`config.mk`:
```
export PLATFORM = sky130hd
export DESIGN_NAME = pmb_clock_ctrl
export DESIGN_NICKNAME = d
export VERILOG_FILES = /design/src/design/pmb_clock_ctrl.v
export VERILOG_INCLUDE_DIRS = /design/src /design/src/shared
export SDC_FILE = /design/constraint.sdc
export NUM_CORES = 1
export LEC_CHECK = 0
export BUFFER_PORTS_ARGS = -buffer_cell sky130_fd_sc_hd__buf_2
export CORE_MARGIN = 5
export CORE_UTILIZATION = 32
export DETAILED_ROUTE_END_ITERATION = 6
export GPL_TIMING_DRIVEN = 0
export SLEW_MARGIN = 0
export SYNTH_ARGS = -nofsm -noshare
export SYNTH_HDL_FRONTEND = slang
export SYNTH_SLANG_ARGS = --single-unit
```
`constraint.sdc`:
```
create_clock -name pclk -period 2.3 [get_ports pclk]
set_input_delay 0.46 -clock pclk [delete_from_list [all_inputs] [get_ports pclk]]
set_output_delay 0.46 -clock pclk [all_outputs]
set_load 0.01 [all_outputs]
```
`src/shared/pmb_map.vh`:
```
// Register map, field positions, reset values and counts for the
// synthesizer mode and base clock selector.
// Assumes it is included by bare name from the design file.
`ifndef PMB_MAP_VH
`define PMB_MAP_VH

// Register indices; byte address is four times the index
`define PMB_CTRL_IDX 8'h5C
`define PMB_BW_IDX 8'h5D
`define PMB_PROG_IDX 8'h5E

// Control register fields
`define PMB_CTRL_IE_BIT 7
`define PMB_CTRL_FLAG_BIT 6
`define PMB_CTRL_PON_BIT 5
`define PMB_CTRL_BCS_BIT 4
`define PMB_CTRL_PAD 4'hF

// Bandwidth register fields
`define PMB_BW_AUTO_BIT 7
`define PMB_BW_LOCK_BIT 6
`define PMB_BW_TRACK_BIT 5

// Programming register fields
`define PMB_PROG_MUL_HI 7
`define PMB_PROG_MUL_LO 4
`define PMB_PROG_RNG_HI 3
`define PMB_PROG_RNG_LO 0

// Reset values
`define PMB_PON_RST 1'b1
`define PMB_MUL_RST 4'h6
`define PMB_RNG_RST 4'h6

// Source edges to wait for on a base source change
`define PMB_SWITCH_EDGES 2'h3

`endif

```
`src/design/pmb_clock_ctrl.v`:
```
// Synthesizer loop filter mode control and glitch-free base clock
// selector, with an APB register slave.
// Assumes crystal_clock and vco_clock are sampled as ordinary inputs
// synchronous to pclk, and running well below half the pclk rate.
//
// The placing of the registers and the APB register port were left to the implementer.
`default_nettype none
`include "pmb_map.vh"

module pmb_clock_ctrl #(
    parameter ADDR_W = 12
) (
    input wire pclk,
    input wire presetn,
    input wire clk_en,
    input wire psel,
    input wire penable,
    input wire pwrite,
    input wire [ADDR_W-1:0] paddr,
    input wire [31:0] pwdata,
    output reg [31:0] prdata,
    output reg pready,
    output reg pslverr,
    input wire crystal_clock,
    input wire vco_clock,
    input wire osc_enable_in,
    input wire freq_in_track_tol,
    input wire freq_out_untrack_tol,
    input wire freq_in_lock_tol,
    input wire freq_out_unlock_tol,
    output reg base_clock_out,
    output reg synth_irq,
    output reg synth_enable,
    output reg osc_enable,
    output reg filter_track_mode,
    output reg [3:0] divider_ratio,
    output reg [3:0] range_factor
);

    // Decode codes for the three registers
    localparam [1:0] DEC_NONE = 2'h0;
    localparam [1:0] DEC_CTRL = 2'h1;
    localparam [1:0] DEC_BW = 2'h2;
    localparam [1:0] DEC_PROG = 2'h3;

    // Selector states, one-hot
    localparam [1:0] SEL_RUN = 2'h1;
    localparam [1:0] SEL_SWITCH = 2'h2;

    // Word address decode, shared by read mux and write path
    function [1:0] pmb_decode;
        input [ADDR_W-1:0] addr;
        begin
            if (addr == {{(ADDR_W-10){1'b0}}, `PMB_CTRL_IDX, 2'h0}) begin
                pmb_decode = DEC_CTRL;
            end else if (addr == {{(ADDR_W-10){1'b0}}, `PMB_BW_IDX, 2'h0})
            begin
                pmb_decode = DEC_BW;
            end else if (addr == {{(ADDR_W-10){1'b0}}, `PMB_PROG_IDX,
                                  2'h0}) begin
                pmb_decode = DEC_PROG;
            end else begin
                pmb_decode = DEC_NONE;
            end
        end
    endfunction

    // Control register state
    reg settle_irq_enable; // Interrupt enable, auto mode only
    reg settle_change_flag; // Sticky toggle flag of settled state
    reg synth_power_on; // Synthesizer power switch
    reg base_source_select; // 1 selects VCO, 0 crystal

    // Bandwidth register state
    reg bw_self_control; // 1 = automatic bandwidth control
    reg freq_settled; // Lock indicator from the detector
    reg track_auto; // Detector's own filter mode
    reg track_manual; // Software's filter mode, kept across auto

    // Programming register state
    reg [3:0] mul_field; // Multiplier N
    reg [3:0] range_field; // Linear range factor L

    // Bus handshake helpers
    reg flag_seen; // Flag value handed out by the pending read
    wire [1:0] bus_dec;
    wire setup_phase;
    wire xfer_done;
    wire wr_ctrl;
    wire wr_bw;
    wire wr_prog;
    wire rd_ctrl_done;

    // Derived state
    wire range_zero;
    wire track_now;
    reg next_settled;
    reg next_track_auto;
    reg [31:0] rd_mux;

    // Source selector state
    reg [1:0] sel_state;
    reg active_src; // Source currently feeding the divider
    wire [1:0] src_in;
    reg [1:0] src_d;
    wire [1:0] src_rise;
    reg [1:0] edge_cnt_x; // Crystal edges seen during a switch
    reg [1:0] edge_cnt_v; // VCO edges seen during a switch
    wire x_ready;
    wire v_ready;

    assign bus_dec = pmb_decode(paddr);
    assign setup_phase = psel & ~penable;
    // pready is a flop, so every transfer carries exactly one wait-free
    // access cycle after setup
    assign xfer_done = psel & penable & pready;
    assign wr_ctrl = xfer_done & pwrite & (bus_dec == DEC_CTRL);
    assign wr_bw = xfer_done & pwrite & (bus_dec == DEC_BW);
    assign wr_prog = xfer_done & pwrite & (bus_dec == DEC_PROG);
    assign rd_ctrl_done = xfer_done & ~pwrite & (bus_dec == DEC_CTRL);

    assign range_zero = (range_field == 4'h0);
    // Tracking whenever the filter is not acquiring
    assign track_now = bw_self_control ? track_auto : track_manual;

    // Detector next state, only meaningful in automatic mode
    always @* begin
        next_settled = freq_settled;
        next_track_auto = track_auto;
        if (bw_self_control) begin
            // Set on entering the tight window, clear on leaving the wide
            // one; the gap between them gives hysteresis
            if (freq_in_track_tol) begin
                next_track_auto = 1'b1;
            end else if (freq_out_untrack_tol) begin
                next_track_auto = 1'b0;
            end
            if (freq_in_lock_tol) begin
                next_settled = 1'b1;
            end else if (freq_out_unlock_tol) begin
                next_settled = 1'b0;
            end
        end else begin
            // Manual mode: detector idle, re-entry starts acquiring
            next_settled = 1'b0;
            next_track_auto = 1'b0;
        end
    end

    // Read data mux; reserved bits as the register layout defines
    always @* begin
        rd_mux = 32'h0000_0000;
        case (bus_dec)
            DEC_CTRL: begin
                rd_mux[`PMB_CTRL_IE_BIT] = settle_irq_enable;
                rd_mux[`PMB_CTRL_FLAG_BIT] = settle_change_flag;
                rd_mux[`PMB_CTRL_PON_BIT] = synth_power_on;
                rd_mux[`PMB_CTRL_BCS_BIT] = base_source_select;
                rd_mux[3:0] = `PMB_CTRL_PAD;
            end
            DEC_BW: begin
                rd_mux[`PMB_BW_AUTO_BIT] = bw_self_control;
                rd_mux[`PMB_BW_LOCK_BIT] = freq_settled;
                // Clear while acquiring
                rd_mux[`PMB_BW_TRACK_BIT] = track_now;
            end
            DEC_PROG: begin
                rd_mux[`PMB_PROG_MUL_HI:`PMB_PROG_MUL_LO] = mul_field;
                rd_mux[`PMB_PROG_RNG_HI:`PMB_PROG_RNG_LO] = range_field;
            end
            default: begin
                rd_mux = 32'h0000_0000;
            end
        endcase
    end

    // APB slave: data and error captured in setup, answered next cycle
    always @(posedge pclk or negedge presetn) begin
        if (!presetn) begin
            prdata <= 32'h0000_0000;
            pready <= 1'b0;
            pslverr <= 1'b0;
            flag_seen <= 1'b0;
        end else if (clk_en) begin
            pready <= setup_phase;
            if (setup_phase) begin
                prdata <= pwrite ? 32'h0000_0000 : rd_mux;
                pslverr <= (bus_dec == DEC_NONE);
                // Remember what the read returns, so a flag raised after
                // this point survives the clear at completion
                flag_seen <= ~pwrite & (bus_dec == DEC_CTRL) &
                             settle_change_flag;
            end else if (xfer_done) begin
                pslverr <= 1'b0;
                flag_seen <= 1'b0;
            end
        end
    end

    // Control register: enable, flag, power and source interlocks
    always @(posedge pclk or negedge presetn) begin
        if (!presetn) begin
            settle_irq_enable <= 1'b0;
            settle_change_flag <= 1'b0;
            synth_power_on <= `PMB_PON_RST;
            base_source_select <= 1'b0;
        end else if (clk_en) begin
            // Enable exists only in automatic mode
            if (!bw_self_control) begin
                settle_irq_enable <= 1'b0;
            end else if (wr_ctrl) begin
                settle_irq_enable <= pwdata[`PMB_CTRL_IE_BIT];
            end
            // Toggle sets; a read clears only what it returned; set wins
            if (!bw_self_control) begin
                settle_change_flag <= 1'b0;
            end else if (next_settled != freq_settled) begin
                settle_change_flag <= 1'b1;
            end else if (rd_ctrl_done && flag_seen) begin
                settle_change_flag <= 1'b0;
            end
            if (wr_ctrl) begin
                // Power may drop only while crystal is selected; the
                // check uses the old select, so one write cannot do
                // both
                if (!base_source_select) begin
                    synth_power_on <= pwdata[`PMB_CTRL_PON_BIT];
                end
                // VCO select needs power already on and a valid range;
                // the old power value is used
                base_source_select <= pwdata[`PMB_CTRL_BCS_BIT] &
                                      synth_power_on & ~range_zero;
            end else if (range_zero) begin
                base_source_select <= 1'b0;
            end
        end
    end

    // Bandwidth register and lock detector state
    always @(posedge pclk or negedge presetn) begin
        if (!presetn) begin
            bw_self_control <= 1'b0;
            freq_settled <= 1'b0;
            track_auto <= 1'b0;
            track_manual <= 1'b0;
        end else if (clk_en) begin
            freq_settled <= next_settled;
            track_auto <= next_track_auto;
            if (wr_bw) begin
                bw_self_control <= pwdata[`PMB_BW_AUTO_BIT];
                // Writable only in manual mode; auto keeps it aside
                // for when manual operation resumes
                if (!bw_self_control) begin
                    track_manual <= pwdata[`PMB_BW_TRACK_BIT];
                end
            end
        end
    end

    // Programming register; multiplier locked while powered
    always @(posedge pclk or negedge presetn) begin
        if (!presetn) begin
            mul_field <= `PMB_MUL_RST;
            range_field <= `PMB_RNG_RST;
        end else if (clk_en) begin
            if (wr_prog) begin
                // Changing N under a running loop would unlock it
                if (!synth_power_on) begin
                    mul_field <= pwdata[`PMB_PROG_MUL_HI:`PMB_PROG_MUL_LO];
                end
                range_field <= pwdata[`PMB_PROG_RNG_HI:`PMB_PROG_RNG_LO];
            end
        end
    end

    // Registered status and analog-facing controls
    always @(posedge pclk or negedge presetn) begin
        if (!presetn) begin
            synth_irq <= 1'b0;
            synth_enable <= 1'b0;
            osc_enable <= 1'b0;
            filter_track_mode <= 1'b0;
            divider_ratio <= 4'h0;
            range_factor <= 4'h0;
        end else if (clk_en) begin
            // Lock detector flag is the only interrupt source
            synth_irq <= bw_self_control & settle_irq_enable &
                         settle_change_flag;
            // Oscillator enable gates both crystal and synth
            synth_enable <= synth_power_on & ~range_zero &
                            osc_enable_in;
            osc_enable <= osc_enable_in;
            filter_track_mode <= track_now;
            // Zero programs the divider as one
            divider_ratio <= (mul_field == 4'h0) ? 4'h1 : mul_field;
            range_factor <= range_field;
        end
    end

    // Rising edge detect of both sampled source clocks; bit 0 crystal,
    // bit 1 VCO
    assign src_in = {vco_clock, crystal_clock};
    genvar g;
    generate
        for (g = 0; g < 2; g = g + 1) begin : src_edge
            always @(posedge pclk or negedge presetn) begin
                if (!presetn) begin
                    src_d[g] <= 1'b0;
                end else if (clk_en) begin
                    src_d[g] <= src_in[g];
                end
            end
            assign src_rise[g] = src_in[g] & ~src_d[g];
        end
    endgenerate

    // A stopped VCO would never deliver its edges, so its share of the
    // wait is waived once the synthesizer is disabled
    assign x_ready = (edge_cnt_x == `PMB_SWITCH_EDGES);
    assign v_ready = (edge_cnt_v == `PMB_SWITCH_EDGES) | ~synth_enable;

    // Source transition control and divide-by-two
    always @(posedge pclk or negedge presetn) begin
        if (!presetn) begin
            sel_state <= SEL_RUN;
            active_src <= 1'b0;
            edge_cnt_x <= 2'h0;
            edge_cnt_v <= 2'h0;
            base_clock_out <= 1'b0;
        end else if (clk_en) begin
            case (sel_state)
                SEL_RUN: begin
                    if (base_source_select != active_src) begin
                        // Freeze the output while both sources settle
                        sel_state <= SEL_SWITCH;
                        edge_cnt_x <= 2'h0;
                        edge_cnt_v <= 2'h0;
                    end else if (src_rise[active_src]) begin
                        // Halving gives 50 percent duty
                        base_clock_out <= ~base_clock_out;
                    end
                end
                SEL_SWITCH: begin
                    // Output held static here
                    if (src_rise[0] && !x_ready) begin
                        edge_cnt_x <= edge_cnt_x + 2'h1;
                    end
                    if (src_rise[1] && !v_ready) begin
                        edge_cnt_v <= edge_cnt_v + 2'h1;
                    end
                    if (x_ready && v_ready) begin
                        active_src <= base_source_select;
                        sel_state <= SEL_RUN;
                    end
                end
                default: begin
                    sel_state <= SEL_RUN;
                end
            endcase
        end
    end

endmodule
`default_nettype wire

```
[Word-level counts from Yosys, hierarchy flattened]
Index checks and enable logic that the tools add are counted.
Word-level totals
  output and inout bits: 47
  register bits: 73
  logic and storage cells: 142
Operators by class
  muxes and demuxes: 34
  bitwise gates (word level): 31
  reduce and logical (&&, ||, !) cells: 28
  equality and inequality tests: 19
  $lt $le $gt $ge: 1
  add/subtract/negate cells: 2
Operators by type and width (number)
  equality test 12 x 9 -> 1 bit (second input constant): 3
  bitwise AND 1 bit: 19
  2-to-1 mux 1 bit: 19
  2-to-1 mux 2 bit: 8
  AND reduction 2 bit: 8
  AND reduction 3 bit: 5
  case mux 2 bit (2 select lines): 3
  AND reduction 4 bit: 3
  NOT 1 bit: 11
  equality test 2 bit (second input constant): 5
  case mux 5 bit (2 select lines): 1
  case mux 3 bit (3 select lines): 1
  logical NOT 4 bit: 2
  2-to-1 mux 8 bit: 1
  inequality test 2 bit (second input constant): 4
  nonzero test 2 bit: 3
  adder 2 x 1 -> 2 bit (second input constant): 2
  equality test 2 x 1 -> 1 bit (second input constant): 2
  logical AND 1 bit: 4
  2-to-1 mux 4 bit: 1
  inequality test 3 x 1 -> 1 bit (second input constant): 1
  inequality test 3 bit (second input constant): 1
  logical NOT 1 bit: 2
  logical NOT 2 bit: 1
  4 further kinds: 5

[Longest topological paths before layout]
Gate-level depths: netlist (run 1).
  word-level depth: 10
  gate-level depth with buffers: 6
  mapped depth without buffers: 5

[Least setup slack after synthesis (run 1)]
OpenSTA, ideal clock, no wires.
  kind: input port to flip-flop
  from: input port paddr[9]
  to: register track_manual
  stages: 4
  path buffers: 0
  data required time: 2.172 ns
  path slack: 0.073 ns
  arrival time: 2.099 ns
  cell sequence: or4b_4 > or4_4 > nor4b_2 > mux2_1
Between the ends
  word-level cells in the longest chain between the ends: 7
RTL lines
  start, declared: RTL line pmb_clock_ctrl.v:19  | input wire [ADDR_W-1:0] paddr,
  equality test 12 x 9 -> 1 bit: RTL line pmb_clock_ctrl.v:59  | end else if (addr == {{(ADDR_W-10){1'b0}}, `PMB_PROG_IDX,
  2-to-1 mux 2 bit: RTL line pmb_clock_ctrl.v:59
  2-to-1 mux 2 bit: RTL line pmb_clock_ctrl.v:56  | end else if (addr == {{(ADDR_W-10){1'b0}}, `PMB_BW_IDX, 2'h0})
  2-to-1 mux 2 bit *: RTL line pmb_clock_ctrl.v:54  | if (addr == {{(ADDR_W-10){1'b0}}, `PMB_CTRL_IDX, 2'h0}) begin
  equality test 2 bit *: RTL line pmb_clock_ctrl.v:118  | assign wr_bw = xfer_done & pwrite & (bus_dec == DEC_BW);
  bitwise AND 1 bit *: RTL line pmb_clock_ctrl.v:118
  AND reduction 3 bit (no source line) *
  end signal, assigned: RTL line pmb_clock_ctrl.v:254  | track_manual <= pwdata[`PMB_BW_TRACK_BIT];
  end, declared: RTL line pmb_clock_ctrl.v:78  | reg track_manual;
Every way passes the cells marked *; elsewhere a longest branch is shown, timed or not.
A chain may end at the register's enable or synchronous reset.

[Worst setup path after layout (run 1)]
  from: input port paddr[9]
  to: register bw_self_control
Between the ends
  word-level cells in the longest chain between the ends: 7
RTL lines
  equality test 12 x 9 -> 1 bit: RTL line pmb_clock_ctrl.v:59
  2-to-1 mux 2 bit: RTL line pmb_clock_ctrl.v:59
  2-to-1 mux 2 bit: RTL line pmb_clock_ctrl.v:56
  2-to-1 mux 2 bit *: RTL line pmb_clock_ctrl.v:54
  equality test 2 bit *: RTL line pmb_clock_ctrl.v:118
  bitwise AND 1 bit *: RTL line pmb_clock_ctrl.v:118
  AND reduction 2 bit (no source line) *
  end signal, assigned: RTL line pmb_clock_ctrl.v:250  | bw_self_control <= pwdata[`PMB_BW_AUTO_BIT];
  end, declared: RTL line pmb_clock_ctrl.v:75  | reg bw_self_control;
Marks and branches as above.

==> results.md, run 1 <==
- The run finished with clean final reports.
- The Yosys step of the flow raised 0 warnings.
- The kind of end point of the critical path is a register.
- The CTS tree is built.
- The total of buffers placed on input and output ports is 55.
- After detailed routing, the average wire length per cell comes to between 10 and 15 µm.
- The top-level port count is 104.
- After global routing the overflow that remains totals 0.
- The critical path in this run is classified as in -> reg.
- The number of distinct standard cells referenced by the synthesized netlist is 47.
- 0 antenna diodes ended up in the layout.
- The global-route wire length before repair is 9650 µm.
- Once detailed placement completed, the half-perimeter wirelength came to 4600 µm.
- The share of the synthesized area in compound gates (AO/OA/AOI/OAI) is about 9.2%.
- The maximum number of pins on one net before global-route repair is 50.
- In this run the power density over the cells is 546 mW/mm².
- The area enclosed by the die boundary is between 0.009 and 0.01 mm².
- The tightest hold margin is 341 ps.
- The number of violations of the max-capacitance limit is 0.
- STA puts the critical path data arrival time at 2270 ps.
- The post-synthesis average cell area is around 11 µm².
- STA classifies the critical path startpoint as an input port.
- The fraction of the yosys area taken by sequential cells is between 40% and 50%.
- The area used by sequential logic in the layout is 0.00123 mm².
- Clock-pin slew was measured on the worst setup and hold paths at ~100 ps.
- In this run, synthesis inferred 0 flip-flops with an integrated enable.
- The number of fill cells in the layout is between 700 and 800.
- The worst-case clock skew is 12.5 ps.
- The synthesis-to-finish area growth is 24.0%.
- The clock period could shrink to 2090 ps.
- After floorplanning, the core was divided into 32 placement rows.
- The final count of pins violating max slew came to 0.
- The count of cells in the finished layout, fillers not included, comes to about 430.
- The total instance count after detailed placement is 417.
- Routability-driven placement finished with a final weighted congestion of 0.847.
- The clock buffer count from CTS is 5.
- The via count of the first global-routing pass is just under 2k.
- In this run the post-CTS setup repair buffer count came out at 0.
- In this run the worst path has a maximum fanout of 4.
- Summing the areas of all fa, ha and maj instances in the mapped netlist gives 0.997% of the synthesized area.
- The post-route clock period utilization is ~91%.
- For this design, the CTS-stage hold fixing added 0 buffers.
- The post-cts sizing count is 0.
- The number of antenna violations at the first check in global routing is 0.
- In this run the tightest slew margin relative to its limit is between 20% and 30%.
- The worst-case IR drop observed on VDD is 316 µV.
- The portion of synthesized area spent on multiplexers is roughly 13%.
- In the synthesized netlist the dominant register cell turns out to be dfrtp_1.
- Synthesis produced a netlist whose cell count is 237.
- Before antenna repair, the detailed router went through 5 iterations.
- Across all register-to-register paths, the minimum setup slack is around 530 ps.
- By area, the combinational part of the netlist is dominated by simple AND/OR/NAND/NOR gates.
- The required time at the endpoint of the critical path is 2490 ps.
- The cell at the root of the clock tree is clkbuf_8.
- The initial utilization of the core area, before any placement, comes to 32.7%.
- Once detail routing completed, the nets flagged for antenna violations numbered 0.
- The setup-violating endpoint count in the final report is 0.
- The number of DRC markers in iteration 0 is 121.
- The H-tree level count is 2.
- In this run, synthesis produced a sequential element count of 49.
- Cells fill 40.5% of the core in the end.
- The count of clock tree sinks is roughly 50.
- The number of nets in the finished design is around 380.
- After Yosys synthesis, XOR and XNOR cells account for 0.698% of the synthesized area.
- In this run the static leakage power is 1.59 nW.
- For this run, asynchronously set or reset flops after synthesis account for 100%.
- The path class of the tightest hold or removal check is in -> async.
- In this run the cell area of the synthesized design comes to roughly 0.0025 mm².
- The number of cells on the worst reg-to-reg path is 4.
- The detailed router placed 1919 vias in this run.
- The area used by multi-input combinational logic is 0.00111 mm².
- In the global route stage, overall resource usage came out at 12.4%.
- For this run, design rule violations remaining after detail routing come to 0.
- The hold violation total from the final report is 0.
- Setup repair after global routing left no endpoint under its margin.
- The chip width is 98.6 µm.
- The upper clock frequency limit is 479 MHz.
- The clock reaches the later pin of the worst-skew pair after approximately 310 ps.
- The measured slew at the worst slew-check pin is 1080 ps.
- The clock passes through at most 2 buffers.
- The synthesized netlist devotes 16.4% of its cell area to simple gates.
- For this block, the routed nets add up to roughly 5800 µm of wire.
- Cells with a size suffix above 1 make up 37.2% of the layout.
- The total core area is 0.00769 mm².
- The average via count per standard cell is 4.52.
- The height of the die is 98.6 µm.
worst paths after layout:
kind / start / to
max in group asynchronous: presetn / divider_ratio[1]
worst max register to register: pready / bw_self_control
min in group pclk: pwdata[0] / range_field[0]
worst max-delay path: paddr[9] / bw_self_control
worst min-delay path: presetn / edge_cnt_x[0]
worst min register to register: base_clock_out / base_clock_out
synthesized netlist by cell type, drive strengths merged, types with 2 or more instances:
cell type / number / share of area (%)
a21o: 2 / 0.60
a21oi: 7 / 1.4
a31oi: 2 / 0.50
buf: 26 / 7.5
clkbuf: 7 / 1.0
dfrtp: 43 / 43
dfstp: 6 / 6.3
ha: 2 / 1.0
inv: 9 / 1.3
mux2: 22 / 9.9
mux2i: 9 / 3.6
nand2: 23 / 3.4
nand2b: 2 / 0.50
nand3: 2 / 0.40
nand4: 4 / 1.0
nor2: 10 / 1.5
nor2b: 8 / 2.0
nor3: 2 / 0.40
nor3b: 4 / 1.2
nor4: 4 / 1.0
nor4b: 2 / 0.95
o21ai: 16 / 3.2
o31ai: 4 / 1.2
or4: 3 / 1.2
or4b: 2 / 1.1
worst max-delay path: stages:
cell and delay, ps:
buf_2 100, or4b_4 540, or4_4 590, nor3b_1 230, mux2_1 350
area by class of cell:
type                    count  share of cell area, %
clock buffers               5                   2.21
inverters                   9                   1.09
multi-input cells         169                   35.8
flip-flops and latches     49                   39.6
plain buffers              33                   6.91
clock inverters             3                   1.41
well taps                 102                   4.10
repair buffers             55                   8.84
routing by layer:
metal | up-vias | GRT usage [%] | part of all wire (%)
met3 | 8 | 3.11 | 6.2
met4 | 0 | 5.15 | 2.1
met5 | - | 0 | 0
met2 | 61 | 20.5 | 48
li1 | 951 | - | -
met1 | 899 | 15.3 | 43
cells by family (layout without fill, tap and decap cells):
group | count (synthesis) | count (layout)
buf+inv | 42 | 105
xor+xnor | 2 | 2
fa+ha+maj | 2 | 2
flops | 49 | 49
other cells | 1 | 24
simple gates | 72 | 72
compound gates | 38 | 38
mux | 31 | 31
layout by cell type (no fill, tap or decap), types with 3 or more instances in the layout:
cell	count
a21oi_1	7
dfrtp_1	43
clkbuf_1	7
nand2_1	23
dfstp_2	6
nor2_1	10
mux2_1	3
buf_4	24
conb_1	24
o31ai_1	4
mux2_2	19
nor3b_1	4
inv_1	9
nand4_1	4
clkbuf_8	5
mux2i_1	9
nor4_1	4
buf_2	56
o21ai_0	14
nor2b_1	8
stage by stage:
stage | worst slack (ps) | power (W) | cell area, µm² | setup TNS, ps
floorplan | 73.4 | 0.00102 | 2600 | 0
global placement | -86.6 | 0.00110 | 3000 | -430
detailed placement | -102 | 0.00110 | 3000 | -492
CTS | 221 | 0.00173 | 3110 | 0
global route | 163 | 0.00178 | 3110 | 0
finish | 211 | 0.00170 | 3110 | 0
report_power, final:
group          switching, W  total (W)  internal, W  leakage, nW
registers         0.0000129   0.000894     0.000881        0.635
clock network      0.000292   0.000618     0.000326       0.0585
logic              0.000107   0.000189    0.0000826        0.894
total              0.000412    0.00170      0.00129         1.59
flip-flops by register name (all words and copies together) (netlist names), 2 cells and up:
signal         count
prdata             8
divider_ratio      4
mul_field          4
range_factor       4
range_field        4
edge_cnt_v         2
edge_cnt_x         2
sel_state          2
src_d              2
Note: power is estimated with default switching activity, not from simulation.
==> run 2, diff against run 1 <==
--- a/config.mk
+++ b/config.mk
@@ -8,9 +8,11 @@
 export LEC_CHECK = 0
 export BUFFER_PORTS_ARGS = -buffer_cell sky130_fd_sc_hd__buf_2
 export CORE_MARGIN = 5
-export CORE_UTILIZATION = 32
+export CORE_UTILIZATION = 38
 export DETAILED_ROUTE_END_ITERATION = 6
 export GPL_TIMING_DRIVEN = 0
+export PLACE_DENSITY = 0.66
+export REMOVE_ABC_BUFFERS = 1
 export SLEW_MARGIN = 0
 export SYNTH_ARGS = -nofsm -noshare
 export SYNTH_HDL_FRONTEND = slang
==> run 2 against run 1 <==
Effect of this change: global-route usage up 0.98 points; sequential share of layout area grew 3.8 points; critical path depth did not move; cell area shrank 8.8%; worst setup slack lost 5.1 ps; non-clock buffer count decreased by 33; die area down 14%; hold slack better by 2.9 ps; largest power group unchanged.
==> results.md, run 2 (synthesis results as in run 1) <==
- The endpoint identified for the worst register-to-register timing path is track_manual.
- The register clock-pin slew on the reported worst setup and hold paths is 90 ps (about the same).
- The chip width is 91.3 µm (-7.4%).
- The floorplan row count is 29 (-9.4%).
- The library cell used most frequently in the layout, excluding fill and tap cells, is buf_2.
- The worst setup path is of the in -> reg kind.
- The number of design rule violations left after detail routing is 0 (unchanged).
- The worst-case clock skew came to 6.11 ps (-6.38 ps).
- The area growth from synthesis to layout is 13.1%.
- The count of buffers added by post-CTS timing repair for setup came to 0 (unchanged).
- STA classifies the critical path startpoint as an input port.
- The number of vias after detailed routing is 1835 (-4.4%).
- The residual overflow from global routing is 0 (unchanged).
- The total core area came to 0.00639 mm² (-17%).
- The static leakage is 1.43 nW (-10%).
- The maximum net fanout on the critical path is 4 (unchanged).
- The number of DRC markers in iteration 0 was 106 (-12%).
- The required time at the endpoint of the critical path was 2490 ps (about the same).
- The clock buffer count from CTS is 5 (unchanged).
- The upper clock frequency limit is 478 MHz (-0.25%).
- The number of antenna cells inserted was 0 (unchanged).
- The number of antenna violations at the first check in global routing came to 0 (unchanged).
- The run finished with clean final reports.
- The number of cells on the worst reg-to-reg path is 4 (unchanged).
- The post-layout minimum cycle time came to 2090 ps (+5.14 ps).
- The sum of negative setup slack is 0 ps (unchanged).
- The worst slew margin relative to its limit is 28.6% (+0.87 points).
- TritonCTS built the clock tree.
- The final weighted congestion of routability-driven global placement is 0.800 (-5.5%).
- The critical path arrival is 2280 ps (about the same).
- Setup repair after global routing left no endpoint under its margin.
- In the layout the commonest cells are buf_2, dfrtp_1, conb_1.
- The buffering stage count on the worst path with inverters included is 1 (unchanged).
- The area enclosed by the die boundary is 0.00833 mm² (-14%).
- The global-route wire length before repair was 9090 µm (-5.7%).
- The wire length reported by the detailed router was 5380 µm (-7.9%).
- The post-cts sizing count is 0 (unchanged).
- The tree is rooted in a clkbuf_8.
- The aggregate global-route resource usage is 13.4% (+0.98 points).
- The largest vdd supply drop is 428 µV (+35%).
- The average wire length per cell after detail routing is 14.7 µm (+6.6%).
- The longest individual stage delay on the worst path is 580 ps (about the same).
- The critical-path cell with the highest stage delay is or4_4.
- The top-level port count was 104 (unchanged).
- The via count of the first global-routing pass came to 1868 (-3.7%).
- The height of the die is 91.3 µm (-7.4%).
- The average via count per standard cell is 5.00 (+11%).
- The register-to-register setup slack was 540 ps (about the same).
- The cell area after placement was 0.00275 mm² (-8.2%).
- The quantity of hold-fixing buffers added after cts is 0 (unchanged).
- The number of search-and-repair iterations in the first detailed-routing pass was 4 (-1).
- The number of violations of the max-capacitance limit is 0 (unchanged).
- The kind of cell adding the most delay to the critical path is simple AND/OR/NAND/NOR gates.
- The initial core utilization is 39.3% (+6.7 points).
- The H-tree level count was 2 (unchanged).
- prdata holds more flip-flops than any other register.
- The number of nets in the finished design is 348 (-8.7%).
- The detailed-placement wirelength estimate is 4020 µm (-13%).
- In this run the critical register-to-register path is launched from pready.
- The number of flip-flops under the largest register name is 8 (unchanged).
- The total of buffers placed on input and output ports is 55 (unchanged).
- The insertion delay to the later sink of the worst-skew pair is 300 ps (about the same).
- The number of fill cells in the layout is 620 (-20%).
- The power per cell area came to 546 mW/mm² (about the same).
- The min-delay analysis places its worst path in the category in -> async.
- The setup-violating endpoint count in the final report is 0 (unchanged).
- Traced cell by cell, the critical path runs through buf_2 -> or4b_4 -> or4_4 -> nor4b_2 -> mux2_1.
- The count of clock tree sinks came to 49 (unchanged).
- The measured slew at the worst slew-check pin is 1070 ps (-13.1 ps).
- The hold violation total from the final report is 0 (unchanged).
- The proportion of layout cells with a drive suffix above 1 is 32.4% (-4.7 points).
- The maximum number of pins on one net before global-route repair is 50 (unchanged).
- The post-route clock period utilization is 91.1% (+0.22 points).
- The residual antenna-violating net count after detailed routing is 0 (unchanged).
- The maximum buffer depth of the clock tree came to 2 (unchanged).
- STA classifies the critical path endpoint as a register.
- The final count of pins violating max slew is 0 (unchanged).
- The finished layout cell area was 0.00284 mm² (-8.8%).
run 2: cell types whose count changed in the layout (fill, tap and decap cells not counted), sizes merged:
| cell | before | now |
|---|---|---|
| buf | 81 | 55 |
| bufinv | 1 | 0 |
| clkbuf | 12 | 6 |
run 2: stage by stage:
stage	hold slack, ps	instances	setup slack [ps]	utilization (%)	power [W]
floorplan	164	227	73.3	-	0.000975
finish	344	367	206	44.5	0.00155
detailed placement	464	359	-112	43.1	0.00106
CTS	378	367	207	44.5	0.00157
global placement	452	359	-83.8	43.1	0.00106
global route	371	367	98.3	44.5	0.00163
run 2: worst max-delay path by stage:
stage / from / to / cells after the start
floorplan: paddr[9] / track_manual / 4
global placement: paddr[9] / track_manual / 5
detailed placement: clk_en / prdata[1] / 5
CTS: clk_en / prdata[1] / 5
global route: clk_en / track_manual / 5
finish: paddr[9] / track_manual / 5
run 2: power breakdown:
| group | switching (W) | internal (W) | total [W] |
|---|---|---|---|
| Sequential | 0.0000116 | 0.000881 | 0.000892 |
| Clock | 0.000290 | 0.000217 | 0.000507 |
| Combinational | 0.0000983 | 0.0000540 | 0.000152 |
| Total | 0.000400 | 0.00115 | 0.00155 |
run 2: metal layers:
layer  track usage, %  vias to the layer above  part of all wire [%]
li1                 -                      891                     -
met1             18.2                      862                    46
met2             20.4                       71                    45
met3             3.64                       11                   6.9
met4             4.65                        0                   2.2
met5                0                        -                     0
run 2: cell type report:
cell class / instances / area (µm²) / area share, %
clock buffer: 6 / 72.6 / 2.56
clock inverter: 2 / 13.8 / 0.485
inverter: 9 / 33.8 / 1.19
multi-input combinational: 169 / 1110 / 39.3
sequential: 49 / 1230 / 43.4
tap: 77 / 96.3 / 3.39
timing repair buffer: 55 / 275 / 9.69
run 2: worst register-to-register path, delay by kind of cell (launching register included):
kind             cells  cell delay, ps
AND/OR/NAND/NOR      3             920
flip-flops           1             390
multiplexers         1             340
